File: src/twm_params.svh
// Constants for the two-wire master byte engine
//
// Behaviour
// - START waits until the bus is seen free, then goes out.
// - After START the event flag rises with status 0x08.
// - Address direction bit picks transmit mode or receive mode.
// - After read address and acknowledge, status is 0x38, 0x40 or 0x48.
// - Clear with stop=1, start=0 sends STOP and clears stop request.
// - Clear with stop=1, start=1 sends STOP then START, clears stop.
// - Clear with start=1, stop=0 sends repeated START, status 0x10.
// - After repeated START the bus stays owned, no STOP needed.
// - Acknowledged data byte reports 0x28; all follow-ups allowed.
// - Not-acknowledged data byte reports 0x30; same follow-ups allowed.
// - Lost arbitration reports 0x38 and releases the bus at once; clear with start=0 returns to idle.
// - Clear after lost arbitration with start=1 retries START when free.
// - Plain clear shifts the loaded address or transmit byte out, then samples acknowledge; in receive mode it shifts a byte in.
// - Status prescaler bits always read as zero.
// - Bus transfer stays suspended while the event flag is set.
// - Data write while flag low is dropped and sets write collision.
`ifndef TWM_PARAMS_SVH
`define TWM_PARAMS_SVH

`define TWM_ADDR_W          2
`define TWM_OFS_CONTROL     2'h0
`define TWM_OFS_STATUS      2'h1
`define TWM_OFS_DATA        2'h2

`define TWM_CTRL_RESET      8'h00
`define TWM_DATA_RESET      8'hff
`define TWM_STATUS_MASK     8'hf8

`define TWM_ST_START        8'h08
`define TWM_ST_RSTART       8'h10
`define TWM_ST_AW_ACK       8'h18
`define TWM_ST_AW_NACK      8'h20
`define TWM_ST_TX_ACK       8'h28
`define TWM_ST_TX_NACK      8'h30
`define TWM_ST_ARB_LOST     8'h38
`define TWM_ST_AR_ACK       8'h40
`define TWM_ST_AR_NACK      8'h48
`define TWM_ST_RX_ACK       8'h50
`define TWM_ST_RX_NACK      8'h58
`define TWM_ST_NO_INFO      8'hf8

`define TWM_CLK_PERIOD_NS   10
`define TWM_HALF_BIT_NS     5000
`define TWM_HALF_BIT_CYC    ((`TWM_HALF_BIT_NS + `TWM_CLK_PERIOD_NS - 1) / `TWM_CLK_PERIOD_NS)
`define TWM_TIMER_W         10

`endif

File: src/twm_pkg.sv
// Types shared by the two-wire master byte engine
package twm_pkg;

    typedef struct packed {
        logic event_flag;
        logic ack_enable;
        logic start_request;
        logic stop_request;
        logic write_collision;
        logic interface_enable;
        logic reserved;
        logic irq_enable;
    } twm_ctrl_t;

    typedef struct packed {
        logic scl;
        logic sda;
    } twm_pins_t;

    typedef enum logic [3:0] {
        TWM_IDLE, TWM_WAIT_FREE, TWM_START_A, TWM_START_B, TWM_HOLD,
        TWM_BIT_LOW, TWM_BIT_HIGH, TWM_ACK_LOW, TWM_ACK_HIGH,
        TWM_STOP_A, TWM_STOP_B, TWM_STOP_C, TWM_RSTART_A, TWM_RSTART_B
    } twm_state_t;

endpackage : twm_pkg

File: src/twm_pin_sync.sv
// Three-stage pin synchroniser with agreement filter
`timescale 1ns/1ps
module twm_pin_sync (
    input  wire logic clk_i,
    input  wire logic reset_i,
    input  wire logic pin_i,
    output logic      level_o
);
    logic stage1_reg;
    logic stage2_reg;
    logic stage3_reg;

    // Idle bus is high, so all stages reset high
    always_ff @(posedge clk_i) begin
        if (reset_i) begin
            stage1_reg <= 1'b1;
            stage2_reg <= 1'b1;
            stage3_reg <= 1'b1;
        end else begin
            stage1_reg <= pin_i;
            stage2_reg <= stage1_reg;
            stage3_reg <= stage2_reg;
        end
    end

    // A change counts only once the last two stages agree
    always_ff @(posedge clk_i) begin
        if (reset_i) begin
            level_o <= 1'b1;
        end else if (stage2_reg == stage3_reg) begin
            level_o <= stage3_reg;
        end
    end
endmodule : twm_pin_sync

File: src/twm_phase_timer.sv
// Half-bit phase timer for the bus waveform
`include "twm_params.svh"
`timescale 1ns/1ps
module twm_phase_timer (
    input  wire logic clk_i,
    input  wire logic reset_i,
    input  wire logic restart_i,
    output logic      done_o
);
    localparam logic [`TWM_TIMER_W-1:0] LAST = `TWM_TIMER_W'(`TWM_HALF_BIT_CYC - 1);

    logic [`TWM_TIMER_W-1:0] count_reg;

    always_ff @(posedge clk_i) begin
        if (reset_i || restart_i) begin
            count_reg <= '0;
        end else if (count_reg != LAST) begin
            count_reg <= count_reg + `TWM_TIMER_W'(1);
        end
    end

    assign done_o = (count_reg == LAST) && !restart_i;
endmodule : twm_phase_timer

File: src/twm_byte_engine.sv
// Two-wire bus master byte engine with control, status and data registers
//
// The implementer's own choices: strobed register access and the register offsets.
`include "twm_params.svh"
`timescale 1ns/1ps
module twm_byte_engine
    import twm_pkg::*;
(
    input  wire logic                   clk_i,
    input  wire logic                   reset_i,
    input  wire logic [`TWM_ADDR_W-1:0] addr_i,
    input  wire logic [7:0]             wdata_i,
    input  wire logic                   write_i,
    input  wire logic                   read_i,
    output logic      [7:0]             rdata_o,
    input  wire twm_pkg::twm_pins_t     pins_i,
    output twm_pkg::twm_pins_t          pins_o,
    output twm_pkg::twm_pins_t          pins_oe_o,
    output logic                        irq_o
);
    import twm_pkg::*;

    twm_ctrl_t  ctrl_reg;
    logic [7:0] data_reg;
    logic [7:0] status_reg;
    logic [7:0] shift_reg;
    logic [2:0] bit_cnt_reg;
    twm_state_t state_reg;
    twm_state_t prev_state_reg;
    logic       scl_low_reg;
    logic       sda_low_reg;
    logic       owned_reg;
    logic       addr_phase_reg;
    logic       rx_mode_reg;
    logic       rx_byte_reg;
    logic       lost_reg;
    logic       flag_set_reg;
    logic       stop_done_reg;
    logic       rx_load_reg;
    logic       busy_reg;
    logic       sda_prev_reg;
    logic       scl_prev_reg;
    logic       scl_s;
    logic       sda_s;
    logic       timer_done;
    logic       timer_restart;
    logic       ctrl_write;
    logic       data_write;
    logic       resume;
    logic       waits_high;

    twm_pin_sync u_scl_sync (
        .clk_i   (clk_i),
        .reset_i (reset_i),
        .pin_i   (pins_i.scl),
        .level_o (scl_s)
    );

    twm_pin_sync u_sda_sync (
        .clk_i   (clk_i),
        .reset_i (reset_i),
        .pin_i   (pins_i.sda),
        .level_o (sda_s)
    );

    // Phases with SCL released count only once SCL is seen high, so slaves may stretch
    assign waits_high    = (state_reg == TWM_BIT_HIGH) || (state_reg == TWM_ACK_HIGH) ||
                           (state_reg == TWM_STOP_B) || (state_reg == TWM_RSTART_B);
    assign timer_restart = (state_reg != prev_state_reg) || (waits_high && !scl_s);

    twm_phase_timer u_timer (
        .clk_i     (clk_i),
        .reset_i   (reset_i),
        .restart_i (timer_restart),
        .done_o    (timer_done)
    );

    assign ctrl_write = write_i && (addr_i == `TWM_OFS_CONTROL);
    assign data_write = write_i && (addr_i == `TWM_OFS_DATA);
    // Writing the flag bit as one while it is set hands the bus back to the engine
    assign resume     = ctrl_write && wdata_i[7] && ctrl_reg.event_flag;

    // Open-drain pins: only ever pull low
    assign pins_o.scl    = 1'b0;
    assign pins_o.sda    = 1'b0;
    assign pins_oe_o.scl = scl_low_reg;
    assign pins_oe_o.sda = sda_low_reg;

    assign irq_o = ctrl_reg.event_flag && ctrl_reg.irq_enable;

    // Control register
    always_ff @(posedge clk_i) begin
        if (reset_i) begin
            ctrl_reg <= `TWM_CTRL_RESET;
        end else begin
            if (ctrl_write) begin
                ctrl_reg.ack_enable       <= wdata_i[6];
                ctrl_reg.start_request    <= wdata_i[5];
                ctrl_reg.stop_request     <= wdata_i[4];
                ctrl_reg.interface_enable <= wdata_i[2];
                ctrl_reg.irq_enable       <= wdata_i[0];
                if (wdata_i[7]) begin
                    ctrl_reg.event_flag <= 1'b0;
                end
            end
            if (stop_done_reg) begin
                ctrl_reg.stop_request <= 1'b0;
            end
            // A new event in the clearing cycle is kept
            if (flag_set_reg) begin
                ctrl_reg.event_flag <= 1'b1;
            end
            if (data_write) begin
                ctrl_reg.write_collision <= !ctrl_reg.event_flag;
            end
            if (!ctrl_reg.interface_enable) begin
                ctrl_reg.event_flag <= flag_set_reg;
            end
        end
    end

    // Data register: software loads only while the flag is high, received bytes land here
    always_ff @(posedge clk_i) begin
        if (reset_i) begin
            data_reg <= `TWM_DATA_RESET;
        end else if (rx_load_reg) begin
            data_reg <= shift_reg;
        end else if (data_write && ctrl_reg.event_flag) begin
            data_reg <= wdata_i;
        end
    end

    // Read port, answer one cycle after the strobe
    always_ff @(posedge clk_i) begin
        if (reset_i) begin
            rdata_o <= 8'h00;
        end else if (read_i) begin
            unique case (addr_i)
                `TWM_OFS_CONTROL: rdata_o <= ctrl_reg;
                `TWM_OFS_STATUS:  rdata_o <= status_reg & `TWM_STATUS_MASK;
                `TWM_OFS_DATA:    rdata_o <= data_reg;
                default:          rdata_o <= 8'h00;
            endcase
        end else begin
            rdata_o <= 8'h00;
        end
    end

    // Bus busy tracking from START and STOP seen on the wire
    always_ff @(posedge clk_i) begin
        if (reset_i) begin
            busy_reg     <= 1'b0;
            sda_prev_reg <= 1'b1;
            scl_prev_reg <= 1'b1;
        end else begin
            sda_prev_reg <= sda_s;
            scl_prev_reg <= scl_s;
            if (scl_s && scl_prev_reg && sda_prev_reg && !sda_s) begin
                busy_reg <= 1'b1;
            end else if (scl_s && scl_prev_reg && !sda_prev_reg && sda_s) begin
                busy_reg <= 1'b0;
            end
        end
    end

    // Sequencer: waveform, byte shifting and status events
    always_ff @(posedge clk_i) begin
        if (reset_i) begin
            state_reg      <= TWM_IDLE;
            prev_state_reg <= TWM_IDLE;
            scl_low_reg    <= 1'b0;
            sda_low_reg    <= 1'b0;
            owned_reg      <= 1'b0;
            addr_phase_reg <= 1'b0;
            rx_mode_reg    <= 1'b0;
            rx_byte_reg    <= 1'b0;
            lost_reg       <= 1'b0;
            flag_set_reg   <= 1'b0;
            stop_done_reg  <= 1'b0;
            rx_load_reg    <= 1'b0;
            shift_reg      <= 8'h00;
            bit_cnt_reg    <= 3'h0;
            status_reg     <= `TWM_ST_NO_INFO;
        end else begin
            prev_state_reg <= state_reg;
            flag_set_reg   <= 1'b0;
            stop_done_reg  <= 1'b0;
            rx_load_reg    <= 1'b0;
            if (!ctrl_reg.interface_enable) begin
                state_reg   <= TWM_IDLE;
                scl_low_reg <= 1'b0;
                sda_low_reg <= 1'b0;
                owned_reg   <= 1'b0;
                lost_reg    <= 1'b0;
            end else begin
                unique case (state_reg)
                    TWM_IDLE: begin
                        if (ctrl_reg.start_request && !ctrl_reg.event_flag && !flag_set_reg) begin
                            state_reg <= TWM_WAIT_FREE;
                        end
                    end
                    TWM_WAIT_FREE: begin
                        if (!busy_reg && scl_s && sda_s) begin
                            sda_low_reg <= 1'b1;
                            state_reg   <= TWM_START_A;
                        end
                    end
                    TWM_START_A: begin
                        if (timer_done) begin
                            scl_low_reg <= 1'b1;
                            state_reg   <= TWM_START_B;
                        end
                    end
                    TWM_START_B: begin
                        if (timer_done) begin
                            status_reg     <= owned_reg ? `TWM_ST_RSTART : `TWM_ST_START;
                            owned_reg      <= 1'b1;
                            addr_phase_reg <= 1'b1;
                            flag_set_reg   <= 1'b1;
                            state_reg      <= TWM_HOLD;
                        end
                    end
                    TWM_HOLD: begin
                        if (resume) begin
                            if (lost_reg) begin
                                // Bus already released; idle watches the bus as a plain listener
                                lost_reg  <= 1'b0;
                                state_reg <= TWM_IDLE;
                            end else if (wdata_i[4]) begin
                                sda_low_reg <= 1'b1;
                                state_reg   <= TWM_STOP_A;
                            end else if (wdata_i[5]) begin
                                sda_low_reg <= 1'b0;
                                state_reg   <= TWM_RSTART_A;
                            end else begin
                                rx_byte_reg <= rx_mode_reg && !addr_phase_reg;
                                shift_reg   <= data_reg;
                                bit_cnt_reg <= 3'h7;
                                state_reg   <= TWM_BIT_LOW;
                            end
                        end
                    end
                    TWM_BIT_LOW: begin
                        sda_low_reg <= !rx_byte_reg && !shift_reg[7];
                        if (timer_done) begin
                            scl_low_reg <= 1'b0;
                            state_reg   <= TWM_BIT_HIGH;
                        end
                    end
                    TWM_BIT_HIGH: begin
                        if (timer_done) begin
                            scl_low_reg <= 1'b1;
                            shift_reg   <= {shift_reg[6:0], sda_s};
                            if (!rx_byte_reg && !sda_low_reg && !sda_s) begin
                                // Another master drove low while we sent a one
                                sda_low_reg    <= 1'b0;
                                scl_low_reg    <= 1'b0;
                                owned_reg      <= 1'b0;
                                lost_reg       <= 1'b1;
                                addr_phase_reg <= 1'b0;
                                status_reg     <= `TWM_ST_ARB_LOST;
                                flag_set_reg   <= 1'b1;
                                state_reg      <= TWM_HOLD;
                            end else if (bit_cnt_reg == 3'h0) begin
                                state_reg <= TWM_ACK_LOW;
                            end else begin
                                bit_cnt_reg <= bit_cnt_reg - 3'h1;
                                state_reg   <= TWM_BIT_LOW;
                            end
                        end
                    end
                    TWM_ACK_LOW: begin
                        // Receiver answers per ack enable; software clears it for the last byte
                        sda_low_reg <= rx_byte_reg && ctrl_reg.ack_enable;
                        if (timer_done) begin
                            scl_low_reg <= 1'b0;
                            state_reg   <= TWM_ACK_HIGH;
                        end
                    end
                    TWM_ACK_HIGH: begin
                        if (timer_done) begin
                            scl_low_reg  <= 1'b1;
                            sda_low_reg  <= 1'b0;
                            flag_set_reg <= 1'b1;
                            state_reg    <= TWM_HOLD;
                            if (addr_phase_reg) begin
                                addr_phase_reg <= 1'b0;
                                rx_mode_reg    <= shift_reg[0];
                                if (shift_reg[0]) begin
                                    status_reg <= sda_s ? `TWM_ST_AR_NACK : `TWM_ST_AR_ACK;
                                end else begin
                                    status_reg <= sda_s ? `TWM_ST_AW_NACK : `TWM_ST_AW_ACK;
                                end
                            end else if (rx_byte_reg) begin
                                rx_load_reg <= 1'b1;
                                status_reg  <= sda_low_reg ? `TWM_ST_RX_ACK : `TWM_ST_RX_NACK;
                            end else begin
                                status_reg <= sda_s ? `TWM_ST_TX_NACK : `TWM_ST_TX_ACK;
                            end
                        end
                    end
                    TWM_STOP_A: begin
                        if (timer_done) begin
                            scl_low_reg <= 1'b0;
                            state_reg   <= TWM_STOP_B;
                        end
                    end
                    TWM_STOP_B: begin
                        if (timer_done) begin
                            sda_low_reg <= 1'b0;
                            state_reg   <= TWM_STOP_C;
                        end
                    end
                    TWM_STOP_C: begin
                        if (timer_done) begin
                            owned_reg     <= 1'b0;
                            stop_done_reg <= 1'b1;
                            status_reg    <= `TWM_ST_NO_INFO;
                            state_reg     <= TWM_IDLE;
                        end
                    end
                    TWM_RSTART_A: begin
                        if (timer_done) begin
                            scl_low_reg <= 1'b0;
                            state_reg   <= TWM_RSTART_B;
                        end
                    end
                    TWM_RSTART_B: begin
                        if (timer_done) begin
                            sda_low_reg <= 1'b1;
                            state_reg   <= TWM_START_A;
                        end
                    end
                endcase
            end
        end
    end
endmodule : twm_byte_engine

File: config.mk
export PLATFORM = sky130hd
export DESIGN_NAME = twm_byte_engine
export DESIGN_NICKNAME = d
export VERILOG_FILES = /design/src/twm_pkg.sv /design/src/twm_pin_sync.sv /design/src/twm_phase_timer.sv /design/src/twm_byte_engine.sv
export VERILOG_INCLUDE_DIRS = /design/src
export SDC_FILE = /design/constraint.sdc
export NUM_CORES = 1
export LEC_CHECK = 0
export ABC_AREA = 1
export BUFFER_PORTS_ARGS = -buffer_cell sky130_fd_sc_hd__clkbuf_2
export CELL_PAD_IN_SITES_DETAIL_PLACEMENT = 1
export CELL_PAD_IN_SITES_GLOBAL_PLACEMENT = 1
export CORE_UTILIZATION = 39
export DETAILED_ROUTE_END_ITERATION = 8
export PLACE_DENSITY = 0.85
export SLEW_MARGIN = 10
export SYNTH_ARGS = -nofsm -noshare
export SYNTH_HDL_FRONTEND = slang
export SYNTH_SLANG_ARGS = --single-unit
File: constraint.sdc
create_clock -name clk_i -period 1.6 [get_ports clk_i]
set_input_delay 0.08 -clock clk_i [delete_from_list [all_inputs] [get_ports clk_i]]
set_output_delay 0.08 -clock clk_i [all_outputs]
set_load 0.01 [all_outputs]
# --- After elaboration in Yosys (flattened, before gate mapping) ---
# Index checks and enable logic that the tools add are counted.
classes:
  n_mux: 80
  bitwise_logic: 8
  n_eq_ne: 47
  reduce_logical: 70
  n_addsub: 2
ops:
  columns: ["op", "n"]
  rows:
  - ["$mux W8", 13]
  - ["$mux W4", 19]
  - ["$pmux W4 S13", 1]
  - ["$ne A2 B2 Y1 const B", 19]
  - ["$pmux W8 S4", 1]
  - ["$eq A4 B4 Y1 const B", 6]
  - ["$pmux W8 S3", 1]
  - ["$mux W1", 23]
  - ["$logic_and A1 B1 Y1", 22]
  - ["$mux W3", 7]
  - ["$reduce_and A9 Y1", 2]
  - ["$eq A4 B3 Y1 const B", 4]
  - ["$pmux W8 S2", 1]
  - ["$mux W7", 2]
  - ["$reduce_and A7 Y1", 2]
  - ["$reduce_and A13 Y1", 1]
  - ["$reduce_and A4 Y1", 3]
  - ["$reduce_and A6 Y1", 2]
  - ["$reduce_or A2 Y1", 6]
  - ["$logic_not A1 Y1", 11]
  - ["$add A10 B1 Y10 const B", 1]
  - ["$eq A10 B9 Y1 const B", 1]
  - ["$mux W5", 2]
  - ["$ne A10 B9 Y1 const B", 1]
  - ["other kinds (31)", 56]
word_totals:
  ff_bits: 81
  inputBits: 16
  word_cells: 243

# --- Depth between registers and ports, before layout ---
depth:
  depth_word: 10
  ltp_mapped: 13
  depth_no_buf: 12

# --- Hierarchy ---
# A second synthesis with hierarchy kept.
hier_totals:
  cells_unflattened: 592
  area_unflattened_um2: 4116.4
by_module_without_submodules:
  columns: ["module", "cells_per_inst", "area_per_inst_um2", "seq_area_each_um2", "instances"]
  rows:
  - ["twm_byte_engine", 481, 3308.2, 1201.2, 1]
  - ["twm_phase_timer", 81, 550.5, 200.2, 1]
  - ["twm_pin_sync", 15, 128.9, 80.1, 2]

# --- Worst setup path before layout ---
# No wires, ideal clock.
synth_timing:
  path_kind: "register to register"
  startpoint: "reg u_timer.count_reg[0]"
  endpoint: "reg status_reg[5]"
  required_time_ps: 1470
  stages_incl_launch_ff: 9
  setup_ps: 130
  period_less_slack_ps: 1590
  path_buffers: 0
  setup_slack_ps: 10
  t_arrival_ps: 1461
  cell_sequence: "dfxtp_1 -> ha_1 -> nand4_1 -> nor2_2 -> nand3_4 -> a21oi_2 -> nand2_2 -> nand2_1 -> nand3_1"
synth_via:
  elab_chain_len: 4
synth_rtl:
  columns: ["item", "line", "text"]
  rows:
  - ["start, declared", "twm_phase_timer.sv:12", "logic [`TWM_TIMER_W-1:0] count_reg;"]
  - ["start signal, assigned", "twm_phase_timer.sv:18", "count_reg <= count_reg + `TWM_TIMER_W'(1);"]
  - ["$eq A10 B9 Y1 *", "twm_phase_timer.sv:22", "assign done_o = (count_reg == LAST) && !restart_i;"]
  - ["$logic_and A1 B1 Y1 *", "twm_phase_timer.sv:22", null]
  - ["$ne A2 B2 Y1 (no source line)", null, null]
  - ["$reduce_and A7 Y1 (no source line) *", null, null]
  - ["end signal, assigned", "twm_byte_engine.sv:183", "status_reg <= `TWM_ST_NO_INFO;"]
  - ["end signal, assigned", "twm_byte_engine.sv:216", "status_reg <= owned_reg ? `TWM_ST_RSTART : `TWM_ST_START;"]
  - ["end signal, assigned", "twm_byte_engine.sv:261", "status_reg <= `TWM_ST_ARB_LOST;"]
  - ["end, declared", "twm_byte_engine.sv:25", "logic [7:0] status_reg;"]
# Mark *: on every way between the ends. The rest lies on a longest branch, timed or not.
# A chain may end at the register's enable or synchronous reset.

# --- Worst setup path in the final report ---
layout_timing:
  startpoint: "reg rx_byte_reg"
  endpoint: "reg status_reg[3]"
layout_via:
  elab_chain_len: 5
layout_rtl:
  columns: ["item", "line", "text"]
  rows:
  - ["start, declared", "twm_byte_engine.sv:35", "logic rx_byte_reg;"]
  - ["start signal, assigned", "twm_byte_engine.sv:236", "rx_byte_reg <= rx_mode_reg && !addr_phase_reg;"]
  - ["$logic_not A1 Y1", "twm_byte_engine.sv:254", "if (!rx_byte_reg && !sda_low_reg && !sda_s) begin"]
  - ["$logic_and A1 B1 Y1 (2 in series)", "twm_byte_engine.sv:254", null]
  - ["$ne A2 B1 Y1 (no source line)", null, null]
  - ["$reduce_and A7 Y1 (no source line)", null, null]
  - ["end signal, assigned", "twm_byte_engine.sv:261", null]
  - ["end signal, assigned", "twm_byte_engine.sv:290", "status_reg <= sda_s ? `TWM_ST_AR_NACK : `TWM_ST_AR_ACK;"]
  - ["end signal, assigned", "twm_byte_engine.sv:292", "status_reg <= sda_s ? `TWM_ST_AW_NACK : `TWM_ST_AW_ACK;"]
# Parallel ways exist; a longest one is shown, timed or not. The select of a mux whose other input is x is not followed.

==> flow_metrics.py <==
metrics = {
    "worst_setup_path": {
        "cp.arrival_ns": 2.13,
        "path_class": "flip-flop to flip-flop",
        "cp_max_fo": 5,
        "crit_path_end_kind": "flip-flop",
        "worstReg2RegEnd": "status_reg[3]",
        "path_depth": 8,
        "crit_slowest_cell": "dfxtp_1",
        "path_common_cell": "nand3_1",
        "slowest_delay_ns": 0.37,
        "r2r_start": "rx_byte_reg",
        "reg2reg_depth": 8,
        "cp_cell_sequence": "nor2_2 -> inv_1 -> o21ai_4 -> o21ai_1 -> a21oi_4 -> buf_6 -> nand3_1 -> nand3_1",
        "reg2reg_setup_slack_ns": -0.20,
        "start_kind": "flip-flop",
        "required_ns": 1.93,
        "crit_end": "status_reg[3]",
        "path_delay_family": "compound AO/OA/AOI/OAI gates",
        "worstPathBufferInverterCount": 2,
        "crit_start": "rx_byte_reg",
    },
    "final_layout": {
        "final_nets": 700,
        "layout_commonest_cell": "nand2_1",
        "n_antenna_cell": 0,
        "final_cell_mix": "118 x nand2_1, 77 x buf_4, 70 x dfxtp_1",
        "largest_reg_flops": 10,
        "final_cells": 813,
        "drive_gt1_share_pct": 36.11,
        "syn2layout_area_growth_pct": 39.06,
        "design_area_um2": 5368,
        "fill_cells": 1200,
    },
    "die": {
        "coreArea_um2": 9415,
        "initial_core_util_pct": 41.00,
        "io_pins": 29,
        "die_w_um": 101.5,
        "die_area_um2": 10300,
        "placement_rows": 35,
        "dieHeight_um": 101.5,
    },
    "yosys": {
        "syn_area_um2": 3860,
        "ys_seq_area_share_pct": 40.45,
        "syn_inst": 565,
        "ys.flop_type": "dfxtp_1",
        "ys_types": 41,
        "syn_avg_cell_area_um2": 6.832,
        "async_reset_ff_share_pct": 0,
        "synth-seq-cells": 78,
        "synth_top_area_share_pct": 40.45,
        "ys.warnings.count": 0,
        "synthTopCellsByArea": "dfxtp_1 40%, nand2_1 14%, nor2_1 8.2%, inv_1 5.5%, o21ai_0 3.9%",
        "synth_edf_count": 0,
        "yosysTopAreaCell": "dfxtp_1",
    },
    "detailed_routing": {
        "vias_per_cell": 5.654,
        "ant_nets": 0,
        "drt_wl_total_um": 17690,
        "wl_per_cell_um": 21.75,
        "drt_first_pass_iters": 5,
        "drt_iter0_drc": 390,
        "routed-via-count": 4597,
        "drc": 0,
    },
    "pwr": {
        "power_frac_seq_pct": 51.7,
        "p_leak_nw": 2.476,
        "clkPwrFrac_pct": 39.1,
        "p_int_w": 0.002695,
        "power_density_nw_per_um2": 717.3,
        "p_sw_share_pct": 30.00,
        "combPwrFrac_pct": 9.1,
        "p_switching_w": 0.001155,
        "ir_worst_vdd_uv": 439.2,
    },
    "timing": {
        "slew_headroom_pct": 58.95,
        "setup_viol": 28,
        "drv_slew": 0,
        "hold_viol_final": 0,
        "fin_ws_ns": -0.2002,
        "rsz0062_at_grt": "true",
        "fin_tns_setup_ns": -3.176,
        "period_share_pct": 112.5,
        "fin_hold_ws_ns": 0.05975,
        "tightest_slew_ns": 0.6135,
        "fmaxAchievable_mhz": 555.5,
        "finClkSkew_ns": 0.01792,
        "period_minus_slack_ns": 1.800,
    },
    "placed_design": {
        "preCtsSetupSlack_ns": -0.2312,
        "routabilityCongestion": 0.8829,
        "io_buffers": 26,
        "hpwl_um": 9337,
        "dpl_cell_area_um2": 4567,
        "dpl.cell_count": 772,
    },
    "global_route": {
        "grt_pass1_vias": 4405,
        "grt_first_pass_wirelength_um": 22740,
        "antenna_found_initial": 0,
        "grt_usage_pct": 28.99,
        "grt_max_degree": 17,
        "grt_overflow_total": 0,
    },
    "clock_tree": {
        "htreeDepth": 3,
        "cts-root-buf": "clkbuf_8",
        "cts_tree": "built",
        "clockBufferDepth": 2,
        "clk_pin_slew_ns": 0.11,
        "clock_latency_ns": 0.38,
        "numCtsBuffers": 9,
        "cts_num_sinks": 78,
    },
    "min_path": {
        "worstHoldStart": "wdata_i[6]",
        "hold_path_class": "input pin to flip-flop",
    },
    "status": {
        "outcome": "finished with violations",
        "violations": "negative setup slack",
    },
    "run": {
        "maxCapViolCount": 0,
    },
}
## worst min-delay path: cells and delay by family
family / cells / cell delay, ns
AOI/OAI and AO/OA: 1 / 0.12
buffers and inverters: 1 / 0.10
and+or+nand+nor: 1 / 0.11
## Yosys cell counts (6+ instances only)
cell	n
nand2_2	7
o21ai_1	12
nand4_1	10
or2_2	6
nand3_1	28
clkbuf_1	7
a21oi_1	28
inv_1	57
nor2_1	84
nand2_1	139
o21ai_0	30
dfxtp_1	78
inv_2	11
nor3_1	12
## logic make-up after synthesis
group | Yosys count | share of synthesized area, %
flops | 78 | 40.45
buf+inv | 82 | 8.493
fa+ha+maj | 5 | 1.621
xor+xnor | 5 | 1.135
other cells | 1 | 0.09715
compound gates | 88 | 12.97
simple gates | 306 | 35.23
## power by group through the flow
stage               clock network, W  logic (W)  registers [W]
floorplan                          0   0.000143        0.00204
global placement                   0   0.000257        0.00203
detailed placement                 0   0.000270        0.00204
CTS                          0.00149   0.000296        0.00199
global route                 0.00159   0.000372        0.00200
finish                       0.00151   0.000352        0.00199
## metal layers
| metal | routed length, um | up-vias | track usage (%) |
|---|---|---|---|
| met3 | 1147 | 82 | 5.038 |
| li1 | - | 2039 | - |
| met2 | 8566 | 240 | 49.24 |
| met1 | 7155 | 2236 | 36.58 |
| met5 | 0 | - | 0 |
| met4 | 816 | 0 | 11.26 |
## worst min path at each step
stage,end,slack [ns],cells past startpoint
5_1_grt,busy_reg,0.09,2
4_1_cts,data_reg[3],0.03,3
6_report,ctrl_reg[6],0.06,3
3_3_place_gp,u_scl_sync.stage1_reg,0.27,2
2_1_floorplan,ctrl_reg[4],0.17,1
3_5_place_dp,u_scl_sync.stage1_reg,0.27,2
## final cells by class
cell class	count	area [um^2]	area share [%]
Sequential cell	78	1582	29.46
Tap cell	129	161.4	3.007
Clock buffer	9	123.9	2.308
Timing Repair Buffer	113	823.3	15.34
Inverter	70	282.8	5.268
Multi-Input combinational cell	407	2328	43.38
Clock inverter	7	66.31	1.235
## repair_timing
| item | in CTS | in global routing |
|---|---|---|
| hold buffers | 5 | 0 |
| resized for setup | 48 | 69 |
| endpoints found under the setup margin | 30 | 33 |
| pin swaps | 18 | 33 |
| setup buffers | 8 | 11 |
| gates cloned | 1 | 0 |
| endpoints found under the hold margin | 6 | 0 |
## per-stage QoR
| step | total power [W] | util, % |
|---|---|---|
| 2_1_floorplan | 0.002181 | - |
| 3_3_place_gp | 0.002289 | 48.50 |
| 3_5_place_dp | 0.002306 | 48.50 |
| 4_1_cts | 0.003776 | 53.63 |
| 5_1_grt | 0.003962 | 57.01 |
| 6_report | 0.003850 | 57.01 |
(Power assumes the default switching activity.)
